==> src/hw/irq_thermal_pkg.sv <==
// Register map, field positions and constants of the interrupt and thermal control block
package irq_thermal_pkg;
   localparam int          DATA_W         = 8;
   localparam int          ADDR_W         = 8;
   localparam int          LVL_W          = 6;
   localparam int          NUM_SRC        = 10;
   // Register offsets
   localparam logic [7:0]  ADDR_IRQ_CTRL  = 8'h8C;
   localparam logic [7:0]  ADDR_EN_LOW    = 8'h8D;
   localparam logic [7:0]  ADDR_EN_HIGH   = 8'h8E;
   localparam logic [7:0]  ADDR_FLAGS_LOW = 8'h8F;
   localparam logic [7:0]  ADDR_FLAGS_HI  = 8'h90;
   localparam logic [7:0]  ADDR_THERMAL   = 8'h92;
   // Interrupt control fields
   localparam int          CTRL_CLR_BIT   = 3;
   localparam int          DRIFT_MSB      = 2;
   localparam logic [2:0]  DRIFT_RST      = 3'h7;
   localparam logic [2:0]  DRIFT_MAX_CODE = 3'h4;
   localparam logic [3:0]  DRIFT_MIRROR   = 4'h9;
   // Second enable and flag register layout
   localparam int          HI_SRC8_BIT    = 5;
   localparam int          HI_SRC9_BIT    = 6;
   localparam logic [7:0]  EN_RST         = 8'h00;
   // Source indices
   localparam int          SRC_DCLK       = 0;
   localparam int          SRC_CLKMON     = 1;
   localparam int          SRC_ALIGN      = 2;
   localparam int          SRC_CLIP       = 3;
   localparam int          SRC_TALARM     = 4;
   localparam int          SRC_MDS_RISE   = 5;
   localparam int          SRC_MDS_FALL   = 6;
   localparam int          SRC_LINK_IRQ   = 7;
   localparam int          SRC_MUTE       = 8;
   localparam int          SRC_ERR_RPT    = 9;
   // Thermal control fields
   localparam int          TH_PON_BIT     = 7;
   localparam int          TH_CLR_ALM_BIT = 6;
   localparam int          TH_WIDE_BIT    = 5;
   localparam int          TH_EDGE_BIT    = 4;
   localparam int          TH_CLR_MAX_BIT = 3;
   localparam int          TH_CLR_MIN_BIT = 2;
   localparam int          TH_MODE_MSB    = 1;
   localparam logic [7:0]  TH_RST         = 8'h00;
   localparam logic [5:0]  SWEEP_NARROW   = 6'h16;
   localparam logic [5:0]  SWEEP_FULL_LO  = 6'h00;
   localparam logic [5:0]  SWEEP_TOP      = 6'h3F;
   typedef enum logic [1:0] {
      MODE_RAW     = 2'b00,
      MODE_ONESHOT = 2'b01,
      MODE_CONT    = 2'b10,
      MODE_HOLD    = 2'b11
   } th_mode_e;
   typedef enum logic [2:0] {
      MS_IDLE = 3'b001,
      MS_WAIT = 3'b010,
      MS_RUN  = 3'b100
   } meas_state_e;
endpackage

==> src/hw/edge_flag_latch.sv <==
// Per-source rising-edge detectors feeding sticky enabled flags
module edge_flag_latch #(
   parameter int WIDTH = 9
) (
   input  wire logic             i_clk,
   input  wire logic             i_srst,
   input  wire logic [WIDTH-1:0] i_src,
   input  wire logic [WIDTH-1:0] i_en,
   input  wire logic             i_clr,
   output logic      [WIDTH-1:0] o_set,
   output logic      [WIDTH-1:0] o_flag
);
   logic [WIDTH-1:0] prev_r;
   logic [WIDTH-1:0] flag_r;
   logic [WIDTH-1:0] flag_nxt;

   for (genvar g = 0; g < WIDTH; g++) begin : g_bit
      // Set wins over a clear in the same cycle
      assign o_set[g]    = i_en[g] & i_src[g] & ~prev_r[g];
      assign flag_nxt[g] = o_set[g] | (flag_r[g] & ~i_clr);
   end

   always_ff @(posedge i_clk) begin
      if (i_srst) begin
         // Ones avoid a false edge for sources already high
         prev_r <= '1;
         flag_r <= '0;
      end else begin
         prev_r <= i_src;
         flag_r <= flag_nxt;
      end
   end

   assign o_flag = flag_r;
endmodule

==> src/hw/irq_and_thermal_alarm_ctrl.sv <==
// Interrupt flag collection and thermal sensor control register block
module irq_and_thermal_alarm_ctrl
   import irq_thermal_pkg::*;
#(
   parameter int FILL_W = 4
) (
   input  wire logic                                i_clk,
   input  wire logic                                i_srst,
   input  wire logic                                i_reg_wr,
   input  wire logic                                i_reg_rd,
   input  wire logic [irq_thermal_pkg::ADDR_W-1:0]  i_reg_addr,
   input  wire logic [irq_thermal_pkg::DATA_W-1:0]  i_reg_wdata,
   output logic      [irq_thermal_pkg::DATA_W-1:0]  o_reg_rdata,
   input  wire logic                                i_dclk_mon_err,
   input  wire logic [FILL_W-1:0]                   i_elastic_fill,
   input  wire logic                                i_clk_mon,
   input  wire logic                                i_clk_align_err,
   input  wire logic                                i_clip_a,
   input  wire logic                                i_clip_b,
   input  wire logic                                i_multi_device_sync_busy_flag,
   input  wire logic                                i_link_irq,
   input  wire logic                                i_link_err_report,
   input  wire logic                                i_mute_alarm,
   input  wire logic                                i_meas_done,
   input  wire logic                                i_meas_over,
   output logic                                     o_irq,
   output logic                                     o_thermal_power_on,
   output logic                                     o_thermal_wide_sweep,
   output logic      [irq_thermal_pkg::LVL_W-1:0]   o_sweep_low,
   output logic      [irq_thermal_pkg::LVL_W-1:0]   o_sweep_high,
   output logic                                     o_edge_falling,
   output logic                                     o_raw_mode,
   output logic                                     o_meas_start,
   output logic                                     o_meas_continuous,
   output logic                                     o_thermal_alarm,
   output logic                                     o_peak_clear,
   output logic                                     o_floor_clear
);
   import irq_thermal_pkg::*;
   localparam int EDGE_W = NUM_SRC - 1;
   // Register file state
   logic [2:0]         drift_r,   drift_nxt;
   logic [7:0]         en_low_r,  en_low_nxt;
   logic [7:0]         en_high_r, en_high_nxt;
   logic [7:0]         th_r,      th_nxt;
   logic               peak_clr_r, peak_clr_nxt;
   logic               floor_clr_r, floor_clr_nxt;
   logic [7:0]         rdata_r,   rdata_nxt;
   logic               wr_ctrl, wr_th, irq_clr, alarm_clr;

   assign wr_ctrl   = i_reg_wr && (i_reg_addr == ADDR_IRQ_CTRL);
   assign wr_th     = i_reg_wr && (i_reg_addr == ADDR_THERMAL);
   assign irq_clr   = wr_ctrl && i_reg_wdata[CTRL_CLR_BIT];
   assign alarm_clr = wr_th && i_reg_wdata[TH_CLR_ALM_BIT];

   // Source conditioning
   logic               drift_hit;
   logic [EDGE_W-1:0]  edge_src, edge_en, edge_set, edge_flag;
   logic               link_flag_r, link_flag_nxt;
   logic [NUM_SRC-1:0] flags, en_all;
   logic               irq_r, irq_nxt;
   logic               alarm_r, alarm_nxt;

   always_comb begin
      drift_hit = 1'b0;
      if (drift_r <= DRIFT_MAX_CODE) begin
         drift_hit = (i_elastic_fill == FILL_W'(drift_r + 3'h1))
                  || (i_elastic_fill == FILL_W'(DRIFT_MIRROR - {1'b0, drift_r}));
      end
   end

   // Edge source order: 0..6 low flags, then 8 and 9 at slots 7 and 8
   always_comb begin
      edge_src[SRC_DCLK]     = i_dclk_mon_err | drift_hit;
      edge_src[SRC_CLKMON]   = i_clk_mon;
      edge_src[SRC_ALIGN]    = i_clk_align_err;
      edge_src[SRC_CLIP]     = i_clip_a | i_clip_b;
      edge_src[SRC_TALARM]   = alarm_r;
      edge_src[SRC_MDS_RISE] = i_multi_device_sync_busy_flag;
      edge_src[SRC_MDS_FALL] = ~i_multi_device_sync_busy_flag;
      // mute alarm and link error report
      edge_src[SRC_MUTE-1]   = i_mute_alarm;
      edge_src[SRC_ERR_RPT-1] = i_link_err_report;
      edge_en[SRC_LINK_IRQ-1:0] = en_low_r[SRC_LINK_IRQ-1:0];
      edge_en[SRC_MUTE-1]    = en_high_r[HI_SRC8_BIT];
      edge_en[SRC_ERR_RPT-1] = en_high_r[HI_SRC9_BIT];
   end

   edge_flag_latch #(
      .WIDTH (EDGE_W)
   ) u_edges (
      .i_clk  (i_clk),
      .i_srst (i_srst),
      .i_src  (edge_src),
      .i_en   (edge_en),
      .i_clr  (irq_clr),
      .o_set  (edge_set),
      .o_flag (edge_flag)
   );
   always_comb begin
      // level mirror, not latched; clear drops it for one cycle
      link_flag_nxt = en_low_r[SRC_LINK_IRQ] & i_link_irq & ~irq_clr;
      flags  = {edge_flag[SRC_ERR_RPT-1], edge_flag[SRC_MUTE-1], link_flag_r,
                edge_flag[SRC_LINK_IRQ-1:0]};
      en_all = {en_high_r[HI_SRC9_BIT], en_high_r[HI_SRC8_BIT], en_low_r};
      // output follows any flag; clear drops it
      irq_nxt = (|edge_set) | link_flag_nxt | ((|edge_flag) & ~irq_clr);
   end
   always_comb begin
      alarm_nxt = alarm_r;
      // clear first, a result in the same cycle wins
      if (alarm_clr) begin
         alarm_nxt = 1'b0;
      end
      if (th_r[TH_PON_BIT] && i_meas_done && (th_r[TH_MODE_MSB:0] != MODE_RAW)) begin
         // hold mode keeps a set alarm
         if (th_mode_e'(th_r[TH_MODE_MSB:0]) == MODE_HOLD) begin
            alarm_nxt = alarm_nxt | i_meas_over;
         end else begin
            alarm_nxt = i_meas_over;
         end
      end
   end

   // Register writes and reads
   always_comb begin
      drift_nxt     = drift_r;
      en_low_nxt    = en_low_r;
      en_high_nxt   = en_high_r;
      th_nxt        = th_r;
      rdata_nxt     = rdata_r;
      peak_clr_nxt  = wr_th && i_reg_wdata[TH_CLR_MAX_BIT];
      floor_clr_nxt = wr_th && i_reg_wdata[TH_CLR_MIN_BIT];
      if (wr_ctrl) begin
         drift_nxt = i_reg_wdata[DRIFT_MSB:0];
      end
      if (i_reg_wr && (i_reg_addr == ADDR_EN_LOW)) begin
         en_low_nxt = i_reg_wdata;
      end
      if (i_reg_wr && (i_reg_addr == ADDR_EN_HIGH)) begin
         en_high_nxt = '0;
         en_high_nxt[HI_SRC9_BIT:HI_SRC8_BIT] = i_reg_wdata[HI_SRC9_BIT:HI_SRC8_BIT];
      end
      if (wr_th) begin
         th_nxt = i_reg_wdata;
         th_nxt[TH_CLR_ALM_BIT] = 1'b0;
         th_nxt[TH_CLR_MAX_BIT] = 1'b0;
         th_nxt[TH_CLR_MIN_BIT] = 1'b0;
      end
      if (i_reg_rd) begin
         unique case (i_reg_addr)
            ADDR_IRQ_CTRL:  rdata_nxt = {5'h00, drift_r};
            ADDR_EN_LOW:    rdata_nxt = en_low_r;
            ADDR_EN_HIGH:   rdata_nxt = en_high_r;
            ADDR_FLAGS_LOW: rdata_nxt = flags[7:0];
            ADDR_FLAGS_HI:  rdata_nxt = {1'b0, flags[SRC_ERR_RPT], flags[SRC_MUTE], 5'h00};
            ADDR_THERMAL:   rdata_nxt = th_r;
            default:        rdata_nxt = 8'h00;
         endcase
      end
   end

   always_ff @(posedge i_clk) begin
      if (i_srst) begin
         drift_r     <= DRIFT_RST;
         en_low_r    <= EN_RST;
         en_high_r   <= EN_RST;
         th_r        <= TH_RST;
         peak_clr_r  <= 1'b0;
         floor_clr_r <= 1'b0;
         rdata_r     <= 8'h00;
         link_flag_r <= 1'b0;
         irq_r       <= 1'b0;
         alarm_r     <= 1'b0;
      end else begin
         drift_r     <= drift_nxt;
         en_low_r    <= en_low_nxt;
         en_high_r   <= en_high_nxt;
         th_r        <= th_nxt;
         peak_clr_r  <= peak_clr_nxt;
         floor_clr_r <= floor_clr_nxt;
         rdata_r     <= rdata_nxt;
         link_flag_r <= link_flag_nxt;
         irq_r       <= irq_nxt;
         alarm_r     <= alarm_nxt;
      end
   end

   // Measurement sequencer
   meas_state_e ms_r, ms_nxt;
   logic        start_r, start_nxt;
   th_mode_e    mode;
   logic        powered;

   assign mode    = th_mode_e'(th_r[TH_MODE_MSB:0]);
   assign powered = th_r[TH_PON_BIT];

   // mode selects raw, one-shot or repeated
   always_comb begin
      ms_nxt    = ms_r;
      start_nxt = 1'b0;
      unique case (ms_r)
         MS_IDLE: begin
            if (powered && wr_th && (i_reg_wdata[TH_MODE_MSB:0] == MODE_ONESHOT)) begin
               ms_nxt    = MS_WAIT;
               start_nxt = 1'b1;
            end else if (powered && (mode == MODE_CONT || mode == MODE_HOLD)) begin
               ms_nxt    = MS_RUN;
               start_nxt = 1'b1;
            end
         end
         MS_WAIT: begin
            if (!powered || i_meas_done) begin
               ms_nxt = MS_IDLE;
            end
         end
         MS_RUN: begin
            if (!powered || mode == MODE_RAW || mode == MODE_ONESHOT) begin
               ms_nxt = MS_IDLE;
            end else if (i_meas_done) begin
               start_nxt = 1'b1;
            end
         end
         default: begin
            ms_nxt = MS_IDLE;
         end
      endcase
   end

   always_ff @(posedge i_clk) begin
      if (i_srst) begin
         ms_r    <= MS_IDLE;
         start_r <= 1'b0;
      end else begin
         ms_r    <= ms_nxt;
         start_r <= start_nxt;
      end
   end

   // Outputs
   assign o_reg_rdata          = rdata_r;
   assign o_irq                = irq_r;
   assign o_thermal_power_on   = th_r[TH_PON_BIT];
   assign o_thermal_wide_sweep = th_r[TH_WIDE_BIT];
   assign o_sweep_low          = th_r[TH_WIDE_BIT] ? SWEEP_FULL_LO : SWEEP_NARROW;
   assign o_sweep_high         = SWEEP_TOP;
   assign o_edge_falling       = th_r[TH_EDGE_BIT];
   assign o_raw_mode           = powered && (mode == MODE_RAW);
   assign o_meas_start         = start_r;
   assign o_meas_continuous    = (ms_r == MS_RUN);
   assign o_thermal_alarm      = alarm_r;
   assign o_peak_clear         = peak_clr_r;
   assign o_floor_clear        = floor_clr_r;
endmodule

==> config.mk <==
export PLATFORM = sky130hd
export DESIGN_NAME = irq_and_thermal_alarm_ctrl
export DESIGN_NICKNAME = d
export VERILOG_FILES = /design/src/hw/irq_thermal_pkg.sv /design/src/hw/edge_flag_latch.sv /design/src/hw/irq_and_thermal_alarm_ctrl.sv
export SDC_FILE = /design/constraint.sdc
export NUM_CORES = 1
export LEC_CHECK = 0
export BUFFER_PORTS_ARGS = -buffer_cell sky130_fd_sc_hd__buf_2
export CAP_MARGIN = 20
export CORE_AREA = 2 2 73 75
export DETAILED_ROUTE_END_ITERATION = 7
export DIE_AREA = 0 0 75 77
export PLACE_DENSITY = 0.77
export SLEW_MARGIN = 20
export SYNTH_ARGS = -nofsm -noshare
export SYNTH_HDL_FRONTEND = slang
export SYNTH_SLANG_ARGS = --single-unit
==> constraint.sdc <==
create_clock -name i_clk -period 2.6 [get_ports i_clk]
set_input_delay 0.52 -clock i_clk [delete_from_list [all_inputs] [get_ports i_clk]]
set_output_delay 0.52 -clock i_clk [all_outputs]
set_load 0.01 [all_outputs]
Word level (Yosys, flattened, before mapping). Cells that the tools add are included.

Output and inout port bits: 30. Register bits after elaboration: 53. Bits of input ports: 35.

$add $sub $neg: 2. Mux-type cells: 16. Bitwise logic cells: 55. Equal/unequal tests: 18. $lt $le $gt $ge: 1. Reductions and logical operators: 25.

Operators with widths (count): 8-bit == test (second input constant) (6); 8-bit case mux with 6 select lines (1); 1-bit AND (30); 9-bit OR reduction (2); 1-bit logical AND (14); 1-bit bitwise OR (14); 3-bit two-way mux (4); 1-bit NOT (11); 3-bit case mux with 3 select lines (1); 4-bit == test (2); 1-bit two-way mux (8); 1-bit logical OR (5); 5-bit two-way mux (1); 3-bit by 1-bit adder with 4-bit output (second input constant) (1); 2-bit by 1-bit == test with 1-bit output (second input constant) (2); 2-bit == test (second input constant) (2); 4-bit by 3-bit subtractor with 4-bit output (first input constant) (1); 3-bit by 1-bit == test with 1-bit output (second input constant) (1); 3-bit by 2-bit == test with 1-bit output (second input constant) (1); 3-bit == test (second input constant) (1); 3-bit less-or-equal comparator (second input constant) (1); 3-bit != test (second input constant) (1); 3-bit AND reduction (1); 2-bit zero test (1); 5 further kinds (5).

Logic depth before layout (Yosys ltp). Gate-level depths: netlist of run 1.

Depth after elaboration: 10. Gate-level depth with buffers: 8. Depth with buffers taken out: 7.

Hierarchy. From an unflattened synthesis of run 1, not the netlist that was laid out.

Cell total of the unflattened synthesis: 291. Area, all modules: 2612.5 um^2.

By module, submodules not included: irq_and_thermal_alarm_ctrl (instances 1, cells each 226, area each 1959.4 um^2, seq. area each 700.7 um^2); edge_flag_latch (instances 1, cells each 65, area each 653.1 um^2, seq. area each 360.3 um^2).

Worst setup path after synthesis of run 1. OpenSTA, ideal clock, no wires.

Path type: input -> register. From: in i_reg_addr[0] (netlist name). To: reg ms_r[0]. Stages on the path: 6. Setup time: 122 ps. Path buffers: 1. Data arrival time: 1809 ps. Slack: 669 ps. Path through: buf_6 -> nor4b_4 -> nand4_4 -> nor3_4 -> o21ai_1 -> a221o_1.

Word-level cells in the longest chain between the ends: 6. Elaborated cells on any way between the ends: 8. Those cells by class: eq/ne (2); mux (2); reduce/logical (4).

RTL lines: start: declaration (RTL line irq_and_thermal_alarm_ctrl.sv:11) `input wire logic [irq_thermal_pkg::ADDR_W-1:0] i_reg_addr,`; 8-bit == test * (RTL line irq_and_thermal_alarm_ctrl.sv:52) `assign wr_th = i_reg_wr && (i_reg_addr == ADDR_THERMAL);`; 1-bit logical AND * (RTL line irq_and_thermal_alarm_ctrl.sv:52); 1-bit logical AND * (2 in series) (RTL line irq_and_thermal_alarm_ctrl.sv:204) `if (powered && wr_th && (i_reg_wdata[TH_MODE_MSB:0] == MODE_ONESHOT)) begin`; 3-bit != test (no source line) or 3-bit two-way mux (tied branches); 3-bit AND reduction (no source line) or 3-bit case mux with 3 select lines (tied branches); end signal: assignment (RTL line irq_and_thermal_alarm_ctrl.sv:235) `ms_r <= ms_nxt;`; end: declaration (RTL line irq_and_thermal_alarm_ctrl.sv:190) `meas_state_e ms_r, ms_nxt;`.

Mark *: on every way between the ends. The rest lies on a longest branch, timed or not. A chain may end at the register's enable or synchronous reset.

Worst setup path after layout of run 1.
From: reg drift_r[1]. To: reg irq_r, in the netlist o_irq.

Word-level cells in the longest chain between the ends: 10. Elaborated cells on any way between the ends: 13. Those cells by class: add/sub (2); order compare (1); eq/ne (2); mux (1); bitwise (5); reduce/logical (2).

RTL lines: start: declaration (RTL line irq_and_thermal_alarm_ctrl.sv:42) `logic [2:0] drift_r, drift_nxt;`; start signal: assignment (RTL line irq_and_thermal_alarm_ctrl.sv:176) `drift_r <= drift_nxt;`; 4-bit by 3-bit subtractor with 4-bit output or 3-bit by 1-bit adder with 4-bit output (tied branches) (RTL line irq_and_thermal_alarm_ctrl.sv:68, irq_and_thermal_alarm_ctrl.sv:67); 4-bit == test, on equally long branches (RTL line irq_and_thermal_alarm_ctrl.sv:68, irq_and_thermal_alarm_ctrl.sv:67); 1-bit logical OR (RTL line irq_and_thermal_alarm_ctrl.sv:68) `|| (i_elastic_fill == FILL_W'(DRIFT_MIRROR - {1'b0, drift_r}));`; 1-bit two-way mux * (RTL line irq_and_thermal_alarm_ctrl.sv:66) `if (drift_r <= DRIFT_MAX_CODE) begin`; 1-bit bitwise OR * (RTL line irq_and_thermal_alarm_ctrl.sv:74) `edge_src[SRC_DCLK] = i_dclk_mon_err | drift_hit;`; 1-bit AND * (2 in series) (RTL line edge_flag_latch.sv:19) `assign o_set[g] = i_en[g] & i_src[g] & ~prev_r[g];`; 9-bit OR reduction * (RTL line irq_and_thermal_alarm_ctrl.sv:107) `irq_nxt = (|edge_set) | link_flag_nxt | ((|edge_flag) & ~irq_clr);`; 1-bit bitwise OR * (2 in series) (RTL line irq_and_thermal_alarm_ctrl.sv:107); end signal: assignment (RTL line irq_and_thermal_alarm_ctrl.sv:184) `irq_r <= irq_nxt;`; end: declaration (RTL line irq_and_thermal_alarm_ctrl.sv:61) `logic irq_r, irq_nxt;`.

Marks and branches as above.

==> results of run 1 <==
sequential cells by signal, indices dropped and copies added, names as in the netlist:
name and count:
drift_r 3, en_high_r 2, en_low_r 8, link_flag_r 1, ms_r 3, o_floor_clear 1, o_irq 1, o_meas_start 1
o_peak_clear 1, o_reg_rdata 8, o_thermal_alarm 1, th_r 5, u_edges.o_flag 9, u_edges.prev_r 9
Yosys cell counts (all sizes together) (2+ instances only):
master	n	share of area [%]
dfxtp	53	42
or2	6	1.5
nand2b	2	0.50
nor4b	2	1.3
o221ai	2	0.69
nand3b	6	1.8
clkbuf	8	1.2
mux2i	19	7.5
a22oi	6	1.8
ha	4	2.0
nand2	26	3.9
conb	2	0.30
buf	16	4.5
nand4	3	1.3
nand3	6	1.2
mux2	5	2.2
o22ai	3	0.74
nor3b	5	1.9
a211oi	2	0.59
a311o	3	1.2
a222oi	2	0.79
o21ai	6	1.2
o211ai	3	0.89
xor2	5	1.7
inv	11	1.6
a21oi	18	3.6
xnor2	3	1.0
nor3	6	1.6
nor2	27	4.3
metal layers:
metal  global-route usage (%)  vias up  wire (um)
li1                         -     1054          -
met1                    26.27      974       2436
met2                    32.37       77       2750
met3                    6.307       11        380
met4                    5.714        0         80
met5                        0        -          0
power by group through the flow:
stage / logic (mW) / registers, mW / clock network, mW
2_1_floorplan: 0.0703 / 0.842 / 0
4_1_cts: 0.107 / 0.823 / 0.510
3_3_place_gp: 0.105 / 0.841 / 0
5_1_grt: 0.117 / 0.824 / 0.542
3_5_place_dp: 0.106 / 0.842 / 0
6_report: 0.107 / 0.823 / 0.501
logic make-up (layout without fill, tap and decap cells):
kind of cell / count (synthesis) / after routing
AO/OA/AOI/OAI: 53 / 53
XOR/XNOR: 8 / 8
adder cells (fa/ha/maj): 4 / 4
buffers and inverters: 35 / 76
flip-flops: 53 / 53
multiplexers: 24 / 24
other: 2 / 9
AND/OR/NAND/NOR: 97 / 97
layout make-up:
type,count,area (um^2)
Fill cell,460,2088
Multi-Input combinational cell,195,1308
Sequential cell,53,1061
Timing Repair Buffer,57,290.3
Clock buffer,7,96.34
Tap cell,70,87.58
Inverter,11,41.29
Clock inverter,1,5.005
through the flow:
stage	power [mW]	cells	cell area [um^2]	util, %	worst slack, ps
finish	1.431	394	2889	58.04	538.2
CTS	1.440	394	2889	58.04	547.6
floorplan	0.9121	283	2552	-	669.1
global placement	0.9462	386	2788	56.01	588.9
detailed placement	0.9480	386	2788	56.01	504.4
global route	1.484	394	2889	58.04	426.3
worst paths after layout:
kind | startpoint | endpoint | slack (ps) | cells after the start
setup / recovery | drift_r[1] | o_irq | 540 | 7
hold / removal | i_link_err_report | u_edges.prev_r[8] | 420 | 2
setup reg to reg | drift_r[1] | o_irq | 540 | 7
hold reg to reg | o_reg_rdata[3] | o_reg_rdata[3] | 460 | 2
critical path, delay by kind of cell (launching register included):
kind,cells,cell delay [ps]
buffers and inverters,1,110
xor gates and xnor gates,1,140
adders and majority gates,1,310
and+or+nand+nor,2,750
AOI/OAI and AO/OA,2,230
DFF,1,450
==> key figures, run 1 <==
Timing
  • Unrepaired setup endpoints after global routing: false
  • Setup violations, final: 0
  • Tcrit/Tclk final: 79.30%
  • Worst Clk Skew: 7.544 ps
  • Max Freq: 485.0 MHz
  • Fin Hold WS: 420.7 ps
  • Setup TNS: 0 ps
  • Fin crit period: 2062 ps
  • Fin. max-slew vios: 0
  • Least-Margin Pin Slew: 863.9 ps
  • Slew HR: 42.41%
  • Fin. Hold Viols: 0

Synth
  • Post-synthesis cell count: 276
  • Register area share after synthesis: 42.00%
  • Netlist cell types: 54
  • Main synth FF type: dfxtp_1
  • Largest family of logic cells by synthesized area: simple AND/OR/NAND/NOR gates
  • Simple-gate share of the synthesized area: 21.79%
  • Seq cells post-synth: 53
  • Fraction of registers with async set/reset: 0%
  • Post-synthesis adder-cell area fraction: 1.981%
  • Mapped Area: 2526 um^2
  • Post-synthesis mux area share: 9.757%
  • Yosys warning count: 0
  • Post-Synth XOR/XNOR Area: 2.774%
  • Post-synth EDFFs: 0
  • Mean post-synth cell area: 9.153 um^2
  • Post-synthesis compound-gate area fraction: 14.12%

Global route
  • Initial antenna violation count: 0
  • Gr usage total: 20.35%
  • First-pass GRT wire length: 9108 um
  • Vias in the first global route: 1946
  • Total congestion overflow: 0
  • Largest net degree at the start of global routing: 54

Pwr
  • Pwr dens: 495.2 nW/um^2
  • Worst VDD drop: 275.8 uV
  • Logic pwr share: 7.5%
  • Net switching component of the power: 0.3272 mW
  • Pint: 1.103 mW
  • Clock power frac: 35.0%
  • Power share of the sequential group: 57.5%
  • Leak: 1.230 nW
  • Sw Ratio: 22.87%

Clock tree
  • TritonCTS clock tree: yes
  • Clk root buf: clkbuf_8
  • Clock sink count: 53
  • Hold Buf Count CTS: 0
  • # resized after CTS: 0
  • Post-CTS setup buffers: 0
  • CTS Buf Count: 5
  • H-tree Lvls: 2
  • Clk_lat worst skew: 300 ps
  • CTS clk-pin slew, worst paths: 90 ps
  • Clock buffer depth: 2

Finish
  • Ratio of cells with drive above 1 in the final layout: 25.31%
  • Commonest cells after routing, fill and taps aside: buf_2, dfxtp_1, nand2_1, nor2_1, mux2i_1
  • Nets: 362
  • Synth-to-Final Area Change: 14.36%
  • Ant diodes: 0
  • Commonest non-fill, non-tap cell in the layout: buf_2

Job
  • Max-Cap Viols: 0

Setup path
  • Critical Path Slowest Stage Cell: or4b_1
  • Crit Path Max Fanout: 5
  • Worst stage delay on the critical path: 560 ps
  • Critical path launch point type: flop
  • Worst-path cell chain: inv_1 > ha_1 > xor2_1 > nor3_1 > a311oi_1 > or4b_1 > a21oi_1
  • Nature of the critical path endpoint: flop
  • Setup Crit Path Kind: flop to flop
  • Crit path DAT: 2290 ps
  • Required time worst endpoint: 2830 ps

Floorplan
  • Die ar.: 5775 um^2
  • Core ar.: 4977 um^2
  • Top Ports: 65
  • Cell Rows: 26
  • Chip Width: 75 um
  • Die height: 77 um
  • Initial cell density of the core: 50.75%

Detailed routing
  • Vias: 2116
  • Detail Route Antenna Nets: 0
  • Post-detailed-routing wire length: 5647 um
  • # DRC: 0
  • Vias/cell: 5.371
  • Drt wl/cell: 14.33 um
  • DRT Pass-1 Iters: 4
  • Starting DRT DRC Count: 212

Min path
  • Hold Path Class: input port to flop

Outcome
  • Status: finished, final reports clean

Placed design
  • Final HPWL DP: 4253 um
  • GP Congestion: 0.8634
  • PortBufs: 55
No activity file was read; power rests on OpenSTA's default activity.
==> run 2: changes to the inputs <==
==> constraint.sdc (replaced) <==
create_clock -name i_clk -period 2.1 [get_ports i_clk]
set_input_delay 0.42 -clock i_clk [delete_from_list [all_inputs] [get_ports i_clk]]
set_output_delay 0.42 -clock i_clk [all_outputs]
set_load 0.01 [all_outputs]
==> key figures, run 2 (synthesized netlist as in run 1, its figures left out) <==
Outcome
  • Status: finished, final reports clean

Clock tree
  • # resized after CTS: 0 (unchanged)
  • Post-CTS setup buffers: 0 (unchanged)
  • CTS clk-pin slew, worst paths: 90 ps (about the same)
  • TritonCTS clock tree: yes
  • Clk root buf: clkbuf_8
  • H-tree Lvls: 2 (unchanged)
  • Clock buffer depth: 2 (unchanged)
  • CTS Buf Count: 5 (unchanged)
  • Clk_lat worst skew: 310 ps (about the same)
  • Hold Buf Count CTS: 0 (unchanged)
  • Clock sink count: 53 (unchanged)

Detailed routing
  • DRT Pass-1 Iters: 4 (unchanged)
  • Post-detailed-routing wire length: 5647 um (unchanged)
  • Starting DRT DRC Count: 175 (-17%)
  • Vias/cell: 5.378 (+0.15%)
  • Detail Route Antenna Nets: 0 (unchanged)
  • # DRC: 0 (unchanged)
  • Vias: 2146 (+1.4%)
  • Drt wl/cell: 14.15 um (-1.3%)

Timing
  • Fin. Hold Viols: 0 (unchanged)
  • Worst Clk Skew: 5.634 ps (-1.910 ps)
  • Setup TNS: 0 ps (unchanged)
  • Tcrit/Tclk final: 89.63% (+10 points)
  • Slew HR: 52.06% (+9.7 points)
  • Unrepaired setup endpoints after global routing: false
  • Least-Margin Pin Slew: 719.1 ps (-144.8 ps)
  • Setup violations, final: 0 (unchanged)
  • Fin. max-slew vios: 0 (unchanged)
  • Fin crit period: 1882 ps (-179.6 ps)
  • Max Freq: 531.3 MHz (+9.5%)

Finish
  • Synth-to-Final Area Change: 15.85%
  • Ratio of cells with drive above 1 in the final layout: 26.44% (+1.1 points)
  • Nets: 367 (+1.4%)
  • Commonest cells after routing, fill and taps aside: buf_2, dfxtp_1, nand2_1, nor2_1, mux2i_1
  • Final Util: 58.80% (+0.75 points)
  • Final instance area: 2927 um^2 (+1.3%)
  • Ant diodes: 0 (unchanged)
  • Commonest non-fill, non-tap cell in the layout: buf_2

Job
  • Max-Cap Viols: 0 (unchanged)

Global route
  • Largest net degree at the start of global routing: 46 (-15%)
  • Initial antenna violation count: 0 (unchanged)
  • Met2 Track Usage GR: 33.33% (+0.96 points)
  • GRT busiest layer: met2
  • Met1 Use GR: 26.74% (+0.47 points)
  • Total congestion overflow: 0 (unchanged)
  • Vias in the first global route: 1987 (+2.1%)
  • Gr usage total: 20.72% (+0.37 points)
  • First-pass GRT wire length: 9204 um (+1.1%)
  • GR met3 Demand/Resource: 4.862% (-1.4 points)

Floorplan
  • Die height: 77 um (unchanged)
  • Cell Rows: 26 (unchanged)
  • Core ar.: 4977 um^2 (unchanged)
  • Chip Width: 75 um (unchanged)
  • Die ar.: 5775 um^2 (unchanged)
  • Top Ports: 65 (unchanged)
  • Initial cell density of the core: 50.75% (unchanged)

Setup path
  • Crit path DAT: 2120 ps (-170 ps)
  • Crit path capture: u_edges.o_flag[0]
  • Crit Path Max Fanout: 3 (-2)
  • Critical path launch point type: flop
  • Reg2Reg Launch Point: drift_r[1]
  • FF-to-FF End: u_edges.o_flag[0]
  • CP startpoint: drift_r[1]
  • Setup Crit Path Kind: flop to flop
  • Required time worst endpoint: 2340 ps (-490 ps)
  • Nature of the critical path endpoint: flop
  • Worst reg-to-reg path cell count: 7 (unchanged)
  • R2R Setup Slk: 220 ps (-320 ps)

Pwr
  • Pint: 1.368 mW (+24%)
  • Pwr dens: 608.8 nW/um^2 (+23%)
  • Net switching component of the power: 0.4134 mW (+26%)
  • Logic pwr share: 7.5% (about the same)
  • PnR Total Power: 1.782 mW (+25%)
  • Leak: 1.254 nW (+1.9%)
  • Worst VDD drop: 291.2 uV (+5.6%)
  • Clock power frac: 35.3% (+0.3 points)
  • Sw Ratio: 23.20% (+0.33 points)
  • Power share of the sequential group: 57.2% (-0.3 points)

Placed design
  • PortBufs: 55 (unchanged)
  • Placed Area: 2825 um^2 (+1.3%)
  • GP Congestion: 0.8812 (+2.1%)
  • Final HPWL DP: 4256 um (about the same)

Min path
  • Hold Path Class: input port to flop
run 2: final cells by class:
class | instances | area (um^2)
clock buffers | 7 | 96.34
repair buffers | 62 | 327.8
multi-input cells | 195 | 1308
flip-flops and latches | 53 | 1061
well taps | 70 | 87.58
inverters | 11 | 41.29
fillers | 466 | 2051
clock inverters | 1 | 5.005
run 2: metrics by stage:
step | hold WS [ps] | worst slack, ps | cells
3_5_place_dp | 453.2 | 211.7 | 391
5_1_grt | 305.4 | 99.15 | 399
4_1_cts | 306.4 | 224.3 | 399
3_3_place_gp | 446.5 | 250.1 | 391
2_1_floorplan | 445.5 | 260.1 | 283
6_report | 301.2 | 217.8 | 399
run 2: worst min path at each step:
stage	start	slack (ps)	cells past startpoint	to
5_1_grt	i_clip_b	310	2	u_edges.prev_r[3]
3_3_place_gp	o_reg_rdata[3]	450	2	o_reg_rdata[3]
4_1_cts	i_clip_b	310	2	u_edges.prev_r[3]
2_1_floorplan	u_edges.o_flag[0]	450	2	u_edges.o_flag[0]
6_report	i_clip_b	300	2	u_edges.prev_r[3]
3_5_place_dp	o_reg_rdata[3]	450	2	o_reg_rdata[3]
run 2: layer usage:
metal | vias up | part of all wire [%]
met5 | - | 0
met4 | 0 | 2.1
met3 | 8 | 5.1
met2 | 59 | 49
met1 | 1023 | 44
li1 | 1056 | -
run 2: critical path: stages (launching register included):
cell and delay [ps]:
dfxtp_1 340, inv_1 70, ha_1 300, xor2_1 140, nor3_1 210, a311oi_1 80
or4b_1 530, a21oi_1 130
run 2: power by group through the flow:
stage          Sequential [mW]  Combinational [mW]  Clock, mW
2_1_floorplan             1.04              0.0870          0
3_3_place_gp              1.04               0.132          0
3_5_place_dp              1.04               0.133          0
4_1_cts                   1.02               0.134      0.637
5_1_grt                   1.02               0.149      0.685
6_report                  1.02               0.134      0.629
